`config.mk`:
```
export PLATFORM = sky130hd
export DESIGN_NAME = mcr_bank
export DESIGN_NICKNAME = d
export VERILOG_FILES = /design/src/logic/mcr_pkg.sv /design/src/logic/mcr_clk_div.sv /design/src/logic/mcr_seg_word.sv /design/src/logic/mcr_bank.sv
export SDC_FILE = /design/constraint.sdc
export NUM_CORES = 1
export LEC_CHECK = 0
export ABC_CLOCK_PERIOD_IN_PS = 5400
export BUFFER_PORTS_ARGS = -buffer_cell sky130_fd_sc_hd__buf_2
export CORE_MARGIN = 5
export CORE_UTILIZATION = 57
export CTS_CLUSTER_SIZE = 10
export DETAILED_ROUTE_END_ITERATION = 16
export PLACE_DENSITY = 0.86
export REMOVE_ABC_BUFFERS = 1
export SLEW_MARGIN = 30
export SYNTH_ARGS = -nofsm -noshare
export SYNTH_HDL_FRONTEND = slang
export SYNTH_SLANG_ARGS = --single-unit
```
`constraint.sdc`:
```
create_clock -name clock -period 5.4 [get_ports clock]
set_input_delay 0.81 -clock clock [delete_from_list [all_inputs] [get_ports clock]]
set_output_delay 0.81 -clock clock [all_outputs]
set_load 0.02 [all_outputs]
```
`src/logic/mcr_pkg.sv`:
```
// package: register map, fields and reset values of the misc config bank
`default_nettype none
package mcr_pkg;
  localparam int ADDR_W = 16;
  localparam int DATA_W = 8;
  localparam int SEG_COUNT = 42;
  localparam int SEG_W = 4;
  localparam int DIV_W = 3;
  localparam int DIV_STEPS = 128;
  localparam int CNT_W = 7;
  // byte offsets
  localparam logic [15:0] MUX_CTL_ADDR = 16'h2002;
  localparam logic [15:0] CPU_DIV_ADDR = 16'h2004;
  localparam logic [15:0] MUX_SEL_ADDR = 16'h2005;
  localparam logic [15:0] OPT_CTL_ADDR = 16'h2008;
  localparam logic [15:0] SEG_FIRST_ADDR = 16'h2030;
  localparam logic [15:0] SEG_LAST_ADDR = 16'h2059;
  // field positions
  localparam int STATE_CNT_LSB = 6;
  localparam int DIV_LSB = 0;
  localparam int SYNC_EN_BIT = 0;
  localparam int ALT_SEL_BIT = 2;
  localparam int OPT_DIS_BIT = 5;
  localparam int SEG_PIN_SYNC = 7;
  // reset values
  localparam logic [2:0] DIV_RESET = 3'h0;
  localparam logic [1:0] STATE_CNT_RESET = 2'h0;
  localparam logic SYNC_EN_RESET = 1'b0;
  localparam logic ALT_SEL_RESET = 1'b0;
  localparam logic OPT_DIS_RESET = 1'b0;
  localparam logic [3:0] SEG_RESET = 4'h0;
  // state counts per encoding
  localparam logic [2:0] STATES_00 = 3'h6;
  localparam logic [2:0] STATES_01 = 3'h4;
  localparam logic [2:0] STATES_10 = 3'h3;
  localparam logic [2:0] STATES_11 = 3'h2;
endpackage : mcr_pkg
`default_nettype wire

```
`src/logic/mcr_clk_div.sv`:
```
// glitch-free cpu clock enable divider
`default_nettype none
module mcr_clk_div
  import mcr_pkg::*;
(
  input wire logic clock,
  input wire logic rst_n,
  input wire logic [mcr_pkg::DIV_W-1:0] div_sel,
  output logic cpu_clk_en,
  output logic [mcr_pkg::DIV_W-1:0] div_active
);
  logic [CNT_W-1:0] cnt_r;
  logic [DIV_W-1:0] act_r;
  logic [CNT_W-1:0] last;
  assign last = CNT_W'((DIV_STEPS'(1) << act_r) - 1);
  always_ff @(posedge clock or negedge rst_n) begin
    if (!rst_n) begin
      cnt_r <= '0;
    end else if (cnt_r >= last) begin
      cnt_r <= '0;
    end else begin
      cnt_r <= cnt_r + CNT_W'(1);
    end
  end
  // switch only at period end, so no runt pulse or stall
  always_ff @(posedge clock or negedge rst_n) begin
    if (!rst_n) begin
      act_r <= DIV_RESET;
    end else if (cnt_r >= last) begin
      act_r <= div_sel;
    end
  end
  always_ff @(posedge clock or negedge rst_n) begin
    if (!rst_n) begin
      cpu_clk_en <= 1'b0;
    end else begin
      cpu_clk_en <= (cnt_r >= last);
    end
  end
  assign div_active = act_r;
endmodule : mcr_clk_div
`default_nettype wire

```
`src/logic/mcr_seg_word.sv`:
```
// one 4-bit lcd segment data word
`default_nettype none
module mcr_seg_word
  import mcr_pkg::*;
(
  input wire logic clock,
  input wire logic rst_n,
  input wire logic wr_en,
  input wire logic [mcr_pkg::SEG_W-1:0] wr_data,
  output logic [mcr_pkg::SEG_W-1:0] seg_word
);
  // bit n drives common phase n
  always_ff @(posedge clock or negedge rst_n) begin
    if (!rst_n) begin
      seg_word <= SEG_RESET;
    end else if (wr_en) begin
      seg_word <= wr_data;
    end
  end
endmodule : mcr_seg_word
`default_nettype wire

```
`src/logic/mcr_bank.sv`:
```
// misc configuration register bank: mux, cpu clock, optical and lcd words
// Overview of operation
// - segment word bit n is common phase n
// - cpu clock divided by two to field
// - divider changes without glitch or lockup
// - divider field clears to zero at reset
// - alternate bit routes conversions to alternate inputs
// - state count field selects 6,4,3,2 states
// - sync enable turns segment seven into sync
// - disable bit tristates optical transmit output
`default_nettype none
module mcr_bank
  import mcr_pkg::*;
(
  input wire logic clock,
  input wire logic rst_n,
  input wire logic [mcr_pkg::ADDR_W-1:0] addr,
  input wire logic [mcr_pkg::DATA_W-1:0] wdata,
  input wire logic wr_stb,
  input wire logic rd_stb,
  output logic [mcr_pkg::DATA_W-1:0] rdata,
  input wire logic input_output_a,
  input wire logic optical_tx_data,
  output logic cpu_clk_en,
  output logic input_mux_alternate_select,
  output logic [2:0] input_mux_states,
  output logic [mcr_pkg::SEG_W-1:0] lcd_segment_pin_seven,
  output logic input_input_output_a_enable,
  output logic optical_transmit_output,
  output logic optical_transmit_output_oe_n,
  output logic [mcr_pkg::SEG_COUNT*mcr_pkg::SEG_W-1:0] lcd_segment_words
);
  import mcr_pkg::*;

  function automatic logic hit(input logic [ADDR_W-1:0] a, input logic [15:0] base);
    hit = (a == base);
  endfunction : hit

  function automatic logic seg_hit(input logic [ADDR_W-1:0] a);
    seg_hit = (a >= SEG_FIRST_ADDR) && (a <= SEG_LAST_ADDR);
  endfunction : seg_hit

  logic [1:0] state_cnt_r;
  logic [DIV_W-1:0] cpu_div_r;
  logic sync_en_r;
  logic alt_sel_r;
  logic opt_dis_r;
  logic sync_m_r;
  logic sync_s_r;
  logic opt_m_r;
  logic opt_s_r;
  logic [SEG_W-1:0] seg_words [SEG_COUNT];
  logic [5:0] seg_idx;
  logic cpu_en_int;
  logic [2:0] states_nxt;
  logic [DATA_W-1:0] rdata_nxt;

  assign seg_idx = 6'(addr - SEG_FIRST_ADDR);

  always_ff @(posedge clock or negedge rst_n) begin
    if (!rst_n) begin
      state_cnt_r <= STATE_CNT_RESET;
    end else if (wr_stb && hit(addr, MUX_CTL_ADDR)) begin
      state_cnt_r <= wdata[STATE_CNT_LSB +: 2];
    end
  end

  always_ff @(posedge clock or negedge rst_n) begin
    if (!rst_n) begin
      cpu_div_r <= DIV_RESET;
    end else if (wr_stb && hit(addr, CPU_DIV_ADDR)) begin
      cpu_div_r <= wdata[DIV_LSB +: DIV_W];
    end
  end

  always_ff @(posedge clock or negedge rst_n) begin
    if (!rst_n) begin
      sync_en_r <= SYNC_EN_RESET;
      alt_sel_r <= ALT_SEL_RESET;
    end else if (wr_stb && hit(addr, MUX_SEL_ADDR)) begin
      sync_en_r <= wdata[SYNC_EN_BIT];
      alt_sel_r <= wdata[ALT_SEL_BIT];
    end
  end

  always_ff @(posedge clock or negedge rst_n) begin
    if (!rst_n) begin
      opt_dis_r <= OPT_DIS_RESET;
    end else if (wr_stb && hit(addr, OPT_CTL_ADDR)) begin
      opt_dis_r <= wdata[OPT_DIS_BIT];
    end
  end

  mcr_clk_div u_div (
    .clock(clock),
    .rst_n(rst_n),
    .div_sel(cpu_div_r),
    .cpu_clk_en(cpu_en_int),
    .div_active()
  );

  genvar g;
  generate
    for (g = 0; g < SEG_COUNT; g++) begin : g_seg
      mcr_seg_word u_word (
        .clock(clock),
        .rst_n(rst_n),
        .wr_en(wr_stb && seg_hit(addr) && (seg_idx == 6'(g))),
        .wr_data(wdata[SEG_W-1:0]),
        .seg_word(seg_words[g])
      );
      // words packed, bit n is phase n
      assign lcd_segment_words[g*SEG_W +: SEG_W] = seg_words[g];
    end
  endgenerate

  // pin inputs cross in through two flops
  always_ff @(posedge clock or negedge rst_n) begin
    if (!rst_n) begin
      sync_m_r <= 1'b0;
      sync_s_r <= 1'b0;
      opt_m_r <= 1'b0;
      opt_s_r <= 1'b0;
    end else begin
      sync_m_r <= input_output_a;
      sync_s_r <= sync_m_r;
      opt_m_r <= optical_tx_data;
      opt_s_r <= opt_m_r;
    end
  end

  always_comb begin
    case (state_cnt_r)
      2'h0: states_nxt = STATES_00;
      2'h1: states_nxt = STATES_01;
      2'h2: states_nxt = STATES_10;
      2'h3: states_nxt = STATES_11;
      default: states_nxt = STATES_00;
    endcase
  end

  always_ff @(posedge clock or negedge rst_n) begin
    if (!rst_n) begin
      cpu_clk_en <= 1'b0;
      input_mux_alternate_select <= ALT_SEL_RESET;
      input_mux_states <= STATES_00;
      input_input_output_a_enable <= SYNC_EN_RESET;
    end else begin
      cpu_clk_en <= cpu_en_int;
      input_mux_alternate_select <= alt_sel_r;
      input_mux_states <= states_nxt;
      input_input_output_a_enable <= sync_en_r;
    end
  end

  // segment seven carries sync when enabled
  always_ff @(posedge clock or negedge rst_n) begin
    if (!rst_n) begin
      lcd_segment_pin_seven <= SEG_RESET;
    end else if (sync_en_r) begin
      lcd_segment_pin_seven <= {SEG_W{sync_s_r}};
    end else begin
      lcd_segment_pin_seven <= seg_words[SEG_PIN_SYNC];
    end
  end

  always_ff @(posedge clock or negedge rst_n) begin
    if (!rst_n) begin
      optical_transmit_output <= 1'b0;
      optical_transmit_output_oe_n <= 1'b1;
    end else begin
      optical_transmit_output <= opt_s_r;
      optical_transmit_output_oe_n <= opt_dis_r;
    end
  end

  // read mux; unmapped addresses read zero
  always_comb begin
    rdata_nxt = '0;
    if (hit(addr, MUX_CTL_ADDR)) begin
      rdata_nxt[STATE_CNT_LSB +: 2] = state_cnt_r;
    end else if (hit(addr, CPU_DIV_ADDR)) begin
      rdata_nxt[DIV_LSB +: DIV_W] = cpu_div_r;
    end else if (hit(addr, MUX_SEL_ADDR)) begin
      rdata_nxt[SYNC_EN_BIT] = sync_en_r;
      rdata_nxt[ALT_SEL_BIT] = alt_sel_r;
    end else if (hit(addr, OPT_CTL_ADDR)) begin
      rdata_nxt[OPT_DIS_BIT] = opt_dis_r;
    end else if (seg_hit(addr)) begin
      rdata_nxt[SEG_W-1:0] = seg_words[seg_idx];
    end
  end

  // data valid only in the cycle after the strobe
  always_ff @(posedge clock or negedge rst_n) begin
    if (!rst_n) begin
      rdata <= '0;
    end else if (rd_stb) begin
      rdata <= rdata_nxt;
    end else begin
      rdata <= '0;
    end
  end
endmodule : mcr_bank
`default_nettype wire

```
==> results of run 1 <==
through the flow:
stage	instance area (um^2)	total power [W]
finish	12200	0.00316
global route	12200	0.00327
CTS	12100	0.00317
detailed placement	11400	0.00177
global placement	11400	0.00177
floorplan	10000	0.00166
flip-flops by register name, indices dropped and copies added, names as in the netlist, 2 cells and up:
signal,cells
cpu_div_r,3
g_seg.u_word.seg_word,168
u_div.div_active,3
input_mux_states,3
lcd_segment_pin_seven,4
u_div.cnt_r,7
rdata,7
state_cnt_r,2
cell usage after synthesis (all sizes together), types with 3 or more instances:
library cell / instances
a21oi: 23
a221oi: 3
a22oi: 8
a31oi: 3
a32o: 3
and3: 6
buf: 19
clkbuf: 25
dfrtp: 207
dfstp: 3
ha: 13
inv: 13
mux2: 177
mux2i: 31
mux4: 29
nand2: 31
nand2b: 6
nand3: 16
nor2: 50
nor2b: 6
nor3: 17
nor4: 4
o2111ai: 7
o211ai: 5
o21ai: 8
xnor2: 4
xor2: 3
power breakdown:
part           switching, W  leakage (nW)  internal (W)
clock network      0.000582         0.320      0.000835
logic              0.000126          3.01     0.0000431
registers       0.000000911          2.90       0.00158
worst max-delay path: cells and delay by family:
kind | cells | cell delay (ps)
and+or+nand+nor | 3 | 1530
AOI/OAI and AO/OA | 1 | 490
buffers and inverters | 2 | 400
muxes | 1 | 400
final cells by class:
cell class	count	area share, %
Clock buffer	35	5.45
Inverter	13	0.401
Multi-Input combinational cell	484	38.6
Sequential cell	210	43.2
Tap cell	229	2.36
Timing Repair Buffer	223	9.94
routing by layer:
layer  track usage, %  vias up  wire [um]
met1             37.1     3809      11300
met4             8.82        0        877
met5                0        -          0
met2             43.6      355      13700
met3             6.22       69       2380
li1                 -     3174          -
kinds of logic after synthesis:
group | count (synthesis)
other cells | 1
fa+ha+maj | 13
flops | 210
buf+inv | 57
xor+xnor | 7
compound gates | 77
simple gates | 149
mux | 237
worst paths after layout:
check,cells past startpoint,slack [ps],endpoint
max in group asynchronous,3,3880,g_seg[29].u_word.seg_word[0]$_DFFE_PN0P_
setup reg to reg,10,2420,u_div.cnt_r[1]$_DFF_PN0_
setup / recovery,7,2140,g_seg[30].u_word.seg_word[1]$_DFFE_PN0P_
hold / removal,1,170,g_seg[7].u_word.seg_word[1]$_DFFE_PN0P_
hold reg to reg,0,350,optical_transmit_output$_DFF_PN0_
min in group clock,0,350,optical_transmit_output$_DFF_PN0_
placed cells by master, fill, tap and decap left out, drive strengths merged, types with 3 or more instances in the layout:
cell type	count
nand2b	6
xor2	3
a22oi	8
nor4	4
a31oi	3
mux2i	31
xnor2	4
and3	6
a21oi	23
nand3	16
nor2b	6
dfrtp	207
nor3	17
inv	13
o2111ai	7
o21ai	8
o211ai	5
mux2	177
clkbuf	35
ha	13
a32o	3
a221oi	3
nand2	31
mux4	29
buf	223
nor2	50
dfstp	3
==> flow_summary.json, run 1 <==
{
  "status": "completed",
  "fp.coreArea_um2": 17800,
  "preCtsSetupSlack_ps": 1600,
  "hold_violations": 0,
  "crit_required_ps": 5780,
  "via_per_inst": 6.20,
  "drt-total-wl_um": 28200,
  "firstDrtPassIters": 5,
  "whs_ps": 174,
  "multi_input_area_um2": 4700,
  "cts_tree": "yes",
  "htree_levels": 1,
  "synth_edf_count": 0,
  "final_nets": 999,
  "synth.avg_cell_area_um2": 13.6,
  "yosysWarnings": 0,
  "grt_max_degree": 119,
  "vias": 7407,
  "portBuffers": 215,
  "setup_violations": 0,
  "cts_sinks": 210,
  "grt_pass1_wl_um": 43700,
  "drv_cap": 0,
  "rows": 49,
  "skew_ps": 9.38,
  "dp_cells": 1156,
  "clock_latency_ps": 500,
  "powerDensity_nw_per_um2": 260,
  "crit_slowest_cell": "nor4_4",
  "utilization_pct": 68.4,
  "hold_class": "in -> async",
  "synth_top_area_share_pct": 50.7,
  "synth_top_family_by_area": "multiplexers",
  "critPathLaunchType": "input port",
  "critPathLaunch": "addr[11]",
  "critPathKind": "in -> reg",
  "post-dp-hpwl_um": 19600,
  "yosys.area_share.adder_pct": 1.59,
  "synth_compound_area_share_pct": 5.66,
  "nFillCells": 1229,
  "drt_first_iter_violations": 547,
  "area_growth_pct": 19.0,
  "layout_setup_ws_ps": 2140,
  "cts_root_buf": "clkbuf_16",
  "die-area_um2": 20700,
  "dominantRegCellSynth": "dfrtp_1",
  "start_util_pct": 57.5,
  "die_w_um": 144,
  "synth_area_um2": 10200,
  "clockBufferDepth": 3,
  "cp_cell_sequence": "buf_2 -> or4b_4 -> nor4_4 -> o2111ai_4 -> buf_16 -> nor3_2 -> mux2_2",
  "seq_area_um2": 5260,
  "min_period_ps": 3260,
  "diodes": 0,
  "synth-simple-area-share_pct": 9.16,
  "synth-seq-area-share_pct": 51.5,
  "synth.distinct_cells": 60,
  "async_flop_share_pct": 100,
  "cts_resized": 0,
  "grt_setup_unrepaired": "false",
  "place_congestion": 0.885,
  "finalMaxSlewViolations": 0,
  "period_share_pct": 60.4,
  "drcViolationCount": 0,
  "wl_per_cell_um": 23.6,
  "gr-usage-all-layers_pct": 27.2,
  "first_global_vias": 7517,
  "tightestPinTransition_ps": 984,
  "fp.dieH_um": 144,
  "slowest_delay_ps": 610,
  "setup_tns_ps": 0,
  "maxSlewHeadroom_pct": 34.2,
  "end_kind": "register",
  "irDropWorstVdd_uv": 212,
  "cts_hold_buf": 0,
  "synthXorXnorAreaFrac_pct": 0.600,
  "arrival_ps": 3640,
  "synth.area.top_cells": "dfrtp_1 51%, mux2_2 17%, mux4_2 6.4%",
  "cts_setup_buffers": 0,
  "synthCells": 751,
  "final_cells": 1194,
  "path_clk_slew_ps": 50,
  "ant_nets": 0,
  "power_leakage_nw": 6.23,
  "synth-seq-cells": 210,
  "timing.rr.start": "u_div.div_active[1]$_DFFE_PN0N_",
  "grt-ovfl-total": 0,
  "io_pins": 218,
  "cts_buffers": 24,
  "fmax_mhz": 307,
  "antenna_found_initial": 0,
  "synth.area.mux_share_pct": 28.9,
  "drive_gt1_share_pct": 49.0,
  "yosysTopAreaCell": "dfrtp_1",
  "crit_path_max_fanout": 9
}
No activity file was read; power rests on OpenSTA's default activity.
==> inputs of run 2 (changes only) <==
--- a/config.mk
+++ b/config.mk
@@ -5,13 +5,13 @@
 export SDC_FILE = /design/constraint.sdc
 export NUM_CORES = 1
 export LEC_CHECK = 0
-export ABC_CLOCK_PERIOD_IN_PS = 5400
+export ABC_CLOCK_PERIOD_IN_PS = 3100
 export BUFFER_PORTS_ARGS = -buffer_cell sky130_fd_sc_hd__buf_2
 export CORE_MARGIN = 5
-export CORE_UTILIZATION = 57
+export CORE_UTILIZATION = 55
 export CTS_CLUSTER_SIZE = 10
 export DETAILED_ROUTE_END_ITERATION = 16
-export PLACE_DENSITY = 0.86
+export PLACE_DENSITY = 0.83
 export REMOVE_ABC_BUFFERS = 1
 export SLEW_MARGIN = 30
 export SYNTH_ARGS = -nofsm -noshare
==> constraint.sdc (replaced) <==
create_clock -name clock -period 3.1 [get_ports clock]
set_input_delay 0.465 -clock clock [delete_from_list [all_inputs] [get_ports clock]]
set_output_delay 0.465 -clock clock [all_outputs]
set_load 0.02 [all_outputs]
==> flow_summary.json, run 2 (synthesis results as in run 1) <==
{
  "layout_setup_ws_ps": 336,
  "drv_cap": 0,
  "hold_class": "in -> reg",
  "final_nets": 1014,
  "slowest_delay_ps": 450,
  "reg_top3": "g_seg.u_word.seg_word x168, rdata x7, u_div.cnt_r x7",
  "r2r_end": "u_div.cnt_r[1]$_DFF_PN0_",
  "fp.coreArea_um2": 18100,
  "rows": 49,
  "die_w_um": 146,
  "vias": 7323,
  "hold_violations": 0,
  "drt-met1-wl_um": 11000,
  "irDropWorstVdd_uv": 390,
  "path_clk_slew_ps": 60,
  "grt_setup_unrepaired": "false",
  "setup_violations": 0,
  "grt_max_degree": 75,
  "cts_sinks": 210,
  "wl_met2_um": 13200,
  "timing.rr.start": "u_div.div_active[2]$_DFFE_PN0N_",
  "status": "completed",
  "first_global_vias": 7763,
  "portBuffers": 215,
  "cp_cell_sequence": "or3_1 -> ha_1 -> nor3_1 -> a21oi_1 -> o21a_1 -> ha_1 -> and3_1 -> a21oi_2 -> o211ai_1 -> buf_4 -> a21boi_0",
  "nFillCells": 1258,
  "period_share_pct": 89.1,
  "crit_required_ps": 3530,
  "skew_ps": 20.1,
  "maxSlewHeadroom_pct": 37.2,
  "area_growth_pct": 20.4,
  "rr_worst_depth": 11,
  "wl_per_cell_um": 22.9,
  "fp.dieH_um": 146,
  "crit_slowest_cell": "dfrtp_1",
  "arrival_ps": 3200,
  "path_common_cell": "ha_1",
  "fmax_mhz": 362,
  "layout_commonest_cell": "buf_2",
  "drive_gt1_share_pct": 49.9,
  "diodes": 0,
  "gr-usage-all-layers_pct": 25.9,
  "cts_buffers": 25,
  "tightestPinTransition_ps": 942,
  "htree_levels": 1,
  "clock_latency_ps": 530,
  "start_util_pct": 56.3,
  "min_period_ps": 2760,
  "holdPathEnd": "opt_m_r$_DFF_PN0_",
  "r2r_slack_ps": 340,
  "drt-total-wl_um": 27800,
  "crit_path_max_fanout": 7,
  "die-area_um2": 21400,
  "setup_tns_ps": 0,
  "power_leakage_nw": 6.31,
  "via_per_inst": 6.05,
  "path_buf_inv": 1,
  "end_kind": "register",
  "highest_layer": "met5",
  "drt_first_iter_violations": 466,
  "holdPathStages": 1,
  "drcViolationCount": 0,
  "whs_ps": 51.9,
  "largest_reg_flops": 168,
  "critPathKind": "reg -> reg",
  "grt-ovfl-total": 0,
  "cts_tree": "yes",
  "antenna_found_initial": 1,
  "cts_root_buf": "clkbuf_16",
  "critPathLaunchType": "register",
  "cpLargestDelayFamily": "simple AND/OR/NAND/NOR gates",
  "route.met3.wl_um": 2510,
  "io_pins": 218,
  "powerDensity_nw_per_um2": 455,
  "layout_common_cells": "213 x buf_2, 207 x dfrtp_1, 155 x mux2_2",
  "hp-start": "optical_tx_data",
  "finalMaxSlewViolations": 0,
  "grt_pass1_wl_um": 44200,
  "post-dp-hpwl_um": 19900,
  "firstDrtPassIters": 5,
  "preCtsSetupSlack_ps": 85.5,
  "place_congestion": 0.936,
  "clockBufferDepth": 3,
  "ant_nets": 0,
  "regMostFlops": "g_seg.u_word.seg_word"
}
==> run 2: repair_timing <==
| item | CTS | global route |
|---|---|---|
| gates resized for setup | 0 | 1 |
| endpoints found under the setup margin | 0 | 7 |
| hold endpoints to repair | 69 | 0 |
| buffers inserted | 0 | 1 |
| hold buffers | 1 | 0 |
==> run 2: power breakdown <==
part / leakage (nW) / internal [W] / switching, W / total, W
clock network: 0.334 / 0.00149 / 0.00106 / 0.00254
registers: 2.90 / 0.00275 / 0.00000152 / 0.00275
logic: 3.07 / 0.0000868 / 0.000219 / 0.000306
==> run 2: worst register-to-register path, delay by kind of cell (launching register included) <==
kind,cells,cell delay (ps)
buffers and inverters,1,180
DFF,1,450
and+or+nand+nor,3,760
adders and majority gates,2,580
AOI/OAI and AO/OA,5,720
==> run 2: how the worst max path moves through the flow <==
stage                     slack, ps                                  endpoint  cells after the start                            start
after global placement          110  g_seg[40].u_word.seg_word[1]$_DFFE_PN0P_                      7                         addr[11]
final                           340                  u_div.cnt_r[1]$_DFF_PN0_                     11  u_div.div_active[2]$_DFFE_PN0N_
after floorplan                 230  g_seg[31].u_word.seg_word[0]$_DFFE_PN0P_                      5                         addr[11]
after detailed placement         90  g_seg[39].u_word.seg_word[3]$_DFFE_PN0P_                      7                         addr[11]
after global routing             90                  u_div.cnt_r[1]$_DFF_PN0_                     11  u_div.div_active[2]$_DFFE_PN0N_
after CTS                       170                  u_div.cnt_r[1]$_DFF_PN0_                     10  u_div.div_active[2]$_DFFE_PN0N_
==> run 2: final cells by class <==
type | instances | area [um^2] | share of cell area [%]
flip-flops and latches | 210 | 5260 | 42.8
clock inverters | 2 | 13.8 | 0.112
clock buffers | 35 | 673 | 5.47
inverters | 13 | 48.8 | 0.397
well taps | 229 | 287 | 2.33
multi-input cells | 484 | 4700 | 38.2
repair buffers | 237 | 1320 | 10.7
==> run 2: metrics by stage <==
stage	power (W)	util [%]	area [um^2]	instances
after CTS	0.00564	67.7	12300	1209
after global routing	0.00578	67.8	12300	1210
after floorplan	0.00289	-	10000	707
final	0.00560	67.8	12300	1210
after global placement	0.00310	63.9	11600	1171
after detailed placement	0.00310	63.9	11600	1171
==> run 2: metal layers <==
| metal | GRT usage, % | vias to the layer above |
|---|---|---|
| met4 | 9.64 | 2 |
| met1 | 33.4 | 3702 |
| met3 | 8.09 | 79 |
| met5 | 0 | - |
| met2 | 41.5 | 331 |
| li1 | - | 3209 |
==> inputs of run 3 (changes only) <==
--- a/config.mk
+++ b/config.mk
@@ -9,10 +9,11 @@
 export BUFFER_PORTS_ARGS = -buffer_cell sky130_fd_sc_hd__buf_2
 export CORE_MARGIN = 5
 export CORE_UTILIZATION = 55
-export CTS_CLUSTER_SIZE = 10
+export CTS_CLUSTER_SIZE = 12
 export DETAILED_ROUTE_END_ITERATION = 16
 export PLACE_DENSITY = 0.83
 export REMOVE_ABC_BUFFERS = 1
+export SETUP_SLACK_MARGIN = 0.5
 export SLEW_MARGIN = 30
 export SYNTH_ARGS = -nofsm -noshare
 export SYNTH_HDL_FRONTEND = slang
==> flow_summary.json, run 3 (synthesis results as in run 1) <==
{
  "setup_tns_ps": 0,
  "min_period_ps": 2570,
  "drv_cap": 0,
  "grt-ovfl-total": 0,
  "final_nets": 1019,
  "portBuffers": 215,
  "crit_required_ps": 3530,
  "cts_root_buf": "clkbuf_16",
  "post-dp-hpwl_um": 19900,
  "cts_tree": "yes",
  "dp_cells": 1171,
  "start_util_pct": 56.3,
  "io_pins": 218,
  "drcViolationCount": 0,
  "firstDrtPassIters": 5,
  "critPathKind": "reg -> reg",
  "cts_sinks": 210,
  "ant_nets": 0,
  "cp_cell_sequence": "or3_4 -> ha_4 -> nor3_2 -> a21oi_1 -> o21a_1 -> ha_4 -> and3_1 -> a21oi_2 -> o211ai_1 -> buf_4 -> a21oi_1",
  "area_growth_pct": 23.3,
  "period_share_pct": 82.8,
  "crit_slowest_cell": "dfrtp_2",
  "hold_violations": 0,
  "rr_worst_depth": 11,
  "layout_commonest_cell": "buf_2",
  "vias": 7511,
  "first_global_vias": 7874,
  "regMostFlops": "g_seg.u_word.seg_word",
  "critPathLaunchType": "register",
  "cts_buffers": 24,
  "grt_setup_unrepaired": "true",
  "htree_levels": 1,
  "nFillCells": 1222,
  "die-area_um2": 21400,
  "antenna_found_initial": 2,
  "gr-usage-all-layers_pct": 26.6,
  "r2r_end": "u_div.cnt_r[6]$_DFF_PN0_",
  "path_clk_slew_ps": 60,
  "reg_top3": "g_seg.u_word.seg_word x168, rdata x7, u_div.cnt_r x7",
  "utilization_pct": 69.4,
  "holdPathStages": 1,
  "power_leakage_nw": 6.43,
  "clockBufferDepth": 3,
  "end_kind": "register",
  "layout_common_cells": "213 x buf_2, 204 x dfrtp_1, 155 x mux2_2",
  "arrival_ps": 2990,
  "slowest_delay_ps": 440,
  "irDropWorstVdd_uv": 454,
  "timing.rr.start": "u_div.div_active[1]$_DFFE_PN0N_",
  "powerDensity_nw_per_um2": 483,
  "clock_latency_ps": 510,
  "crit_path_max_fanout": 7,
  "maxSlewHeadroom_pct": 39.7,
  "hold_class": "in -> reg",
  "final_cells": 1224,
  "via_per_inst": 6.14,
  "grt_pass1_wl_um": 45400,
  "wl_per_cell_um": 23.6,
  "drive_gt1_share_pct": 52.3,
  "skew_ps": 12.6,
  "finalMaxSlewViolations": 0,
  "status": "completed",
  "die_w_um": 146,
  "fp.dieH_um": 146,
  "r2r_slack_ps": 530,
  "drt-total-wl_um": 28800,
  "fp.coreArea_um2": 18100,
  "p_total_w": 0.00608,
  "largest_reg_flops": 168,
  "fmax_mhz": 389,
  "holdPathEnd": "opt_m_r$_DFF_PN0_",
  "tightestPinTransition_ps": 904,
  "setup_violations": 0,
  "grt_max_degree": 75,
  "hp-start": "optical_tx_data",
  "place_congestion": 0.936,
  "rows": 49,
  "drt_first_iter_violations": 669
}
run 3: report_power, final:
part	switching, W	internal [W]
clock network	0.00110	0.00193
logic	0.000222	0.0000870
registers	0.00000158	0.00275
run 3: through the flow:
stage               cell area [um^2]  setup WS, ps  hold WS [ps]
floorplan                      10000           230           169
global placement               11600           110           334
detailed placement             11600          85.5           335
CTS                            12500           541          48.2
global route                   12600           446          51.0
finish                         12600           532          58.2
run 3: area by class of cell:
cell class                 instances  area (um^2)  area share, %
clock buffer                      37          721           5.72
tap                              229          287           2.27
sequential                       210         5260           41.8
timing repair buffer             243         1360           10.8
multi-input combinational        484         4780           37.9
antenna                            1         2.50         0.0199
inverter                          13         48.8          0.387
clock inverter                     7          135           1.07
run 3: critical path: cells and delay by family (launching register included):
| family | cells | cell delay, ps |
|---|---|---|
| adder cells (fa/ha/maj) | 2 | 430 |
| buffers and inverters | 1 | 190 |
| AND/OR/NAND/NOR | 3 | 730 |
| flip-flops | 1 | 440 |
| AO/OA/AOI/OAI | 5 | 690 |
run 3: per-layer routing:
layer | vias to the layer above | GRT usage [%] | wire (um) | part of all wire (%)
met3 | 90 | 7.75 | 2510 | 8.7
met4 | 2 | 8.84 | 1000 | 3.5
met2 | 367 | 43.4 | 14000 | 49
met1 | 3840 | 34.3 | 11300 | 39
met5 | - | 0 | 7 | 0.024
li1 | 3212 | - | - | -
run 3: what timing repair did:
item	4_1_cts	5_1_grt
resized for setup	7	14
hold endpoints to repair	69	0
setup buffers	2	5
hold buffers	1	0
pin swaps	1	2
endpoints found under the setup margin	11	37
run 3: worst max-delay path by stage:
| stage | start | slack (ps) | cells after the start | end |
|---|---|---|---|---|
| 2_1_floorplan | addr[11] | 230 | 5 | g_seg[31].u_word.seg_word[0]$_DFFE_PN0P_ |
| 3_3_place_gp | addr[11] | 110 | 7 | g_seg[40].u_word.seg_word[1]$_DFFE_PN0P_ |
| 3_5_place_dp | addr[11] | 90 | 7 | g_seg[39].u_word.seg_word[3]$_DFFE_PN0P_ |
| 4_1_cts | u_div.div_active[2]$_DFFE_PN0N_ | 540 | 11 | u_div.cnt_r[1]$_DFF_PN0_ |
| 5_1_grt | u_div.div_active[1]$_DFFE_PN0N_ | 450 | 10 | u_div.div_active[1]$_DFFE_PN0N_ |
| 6_report | u_div.div_active[1]$_DFFE_PN0N_ | 530 | 11 | u_div.cnt_r[6]$_DFF_PN0_ |
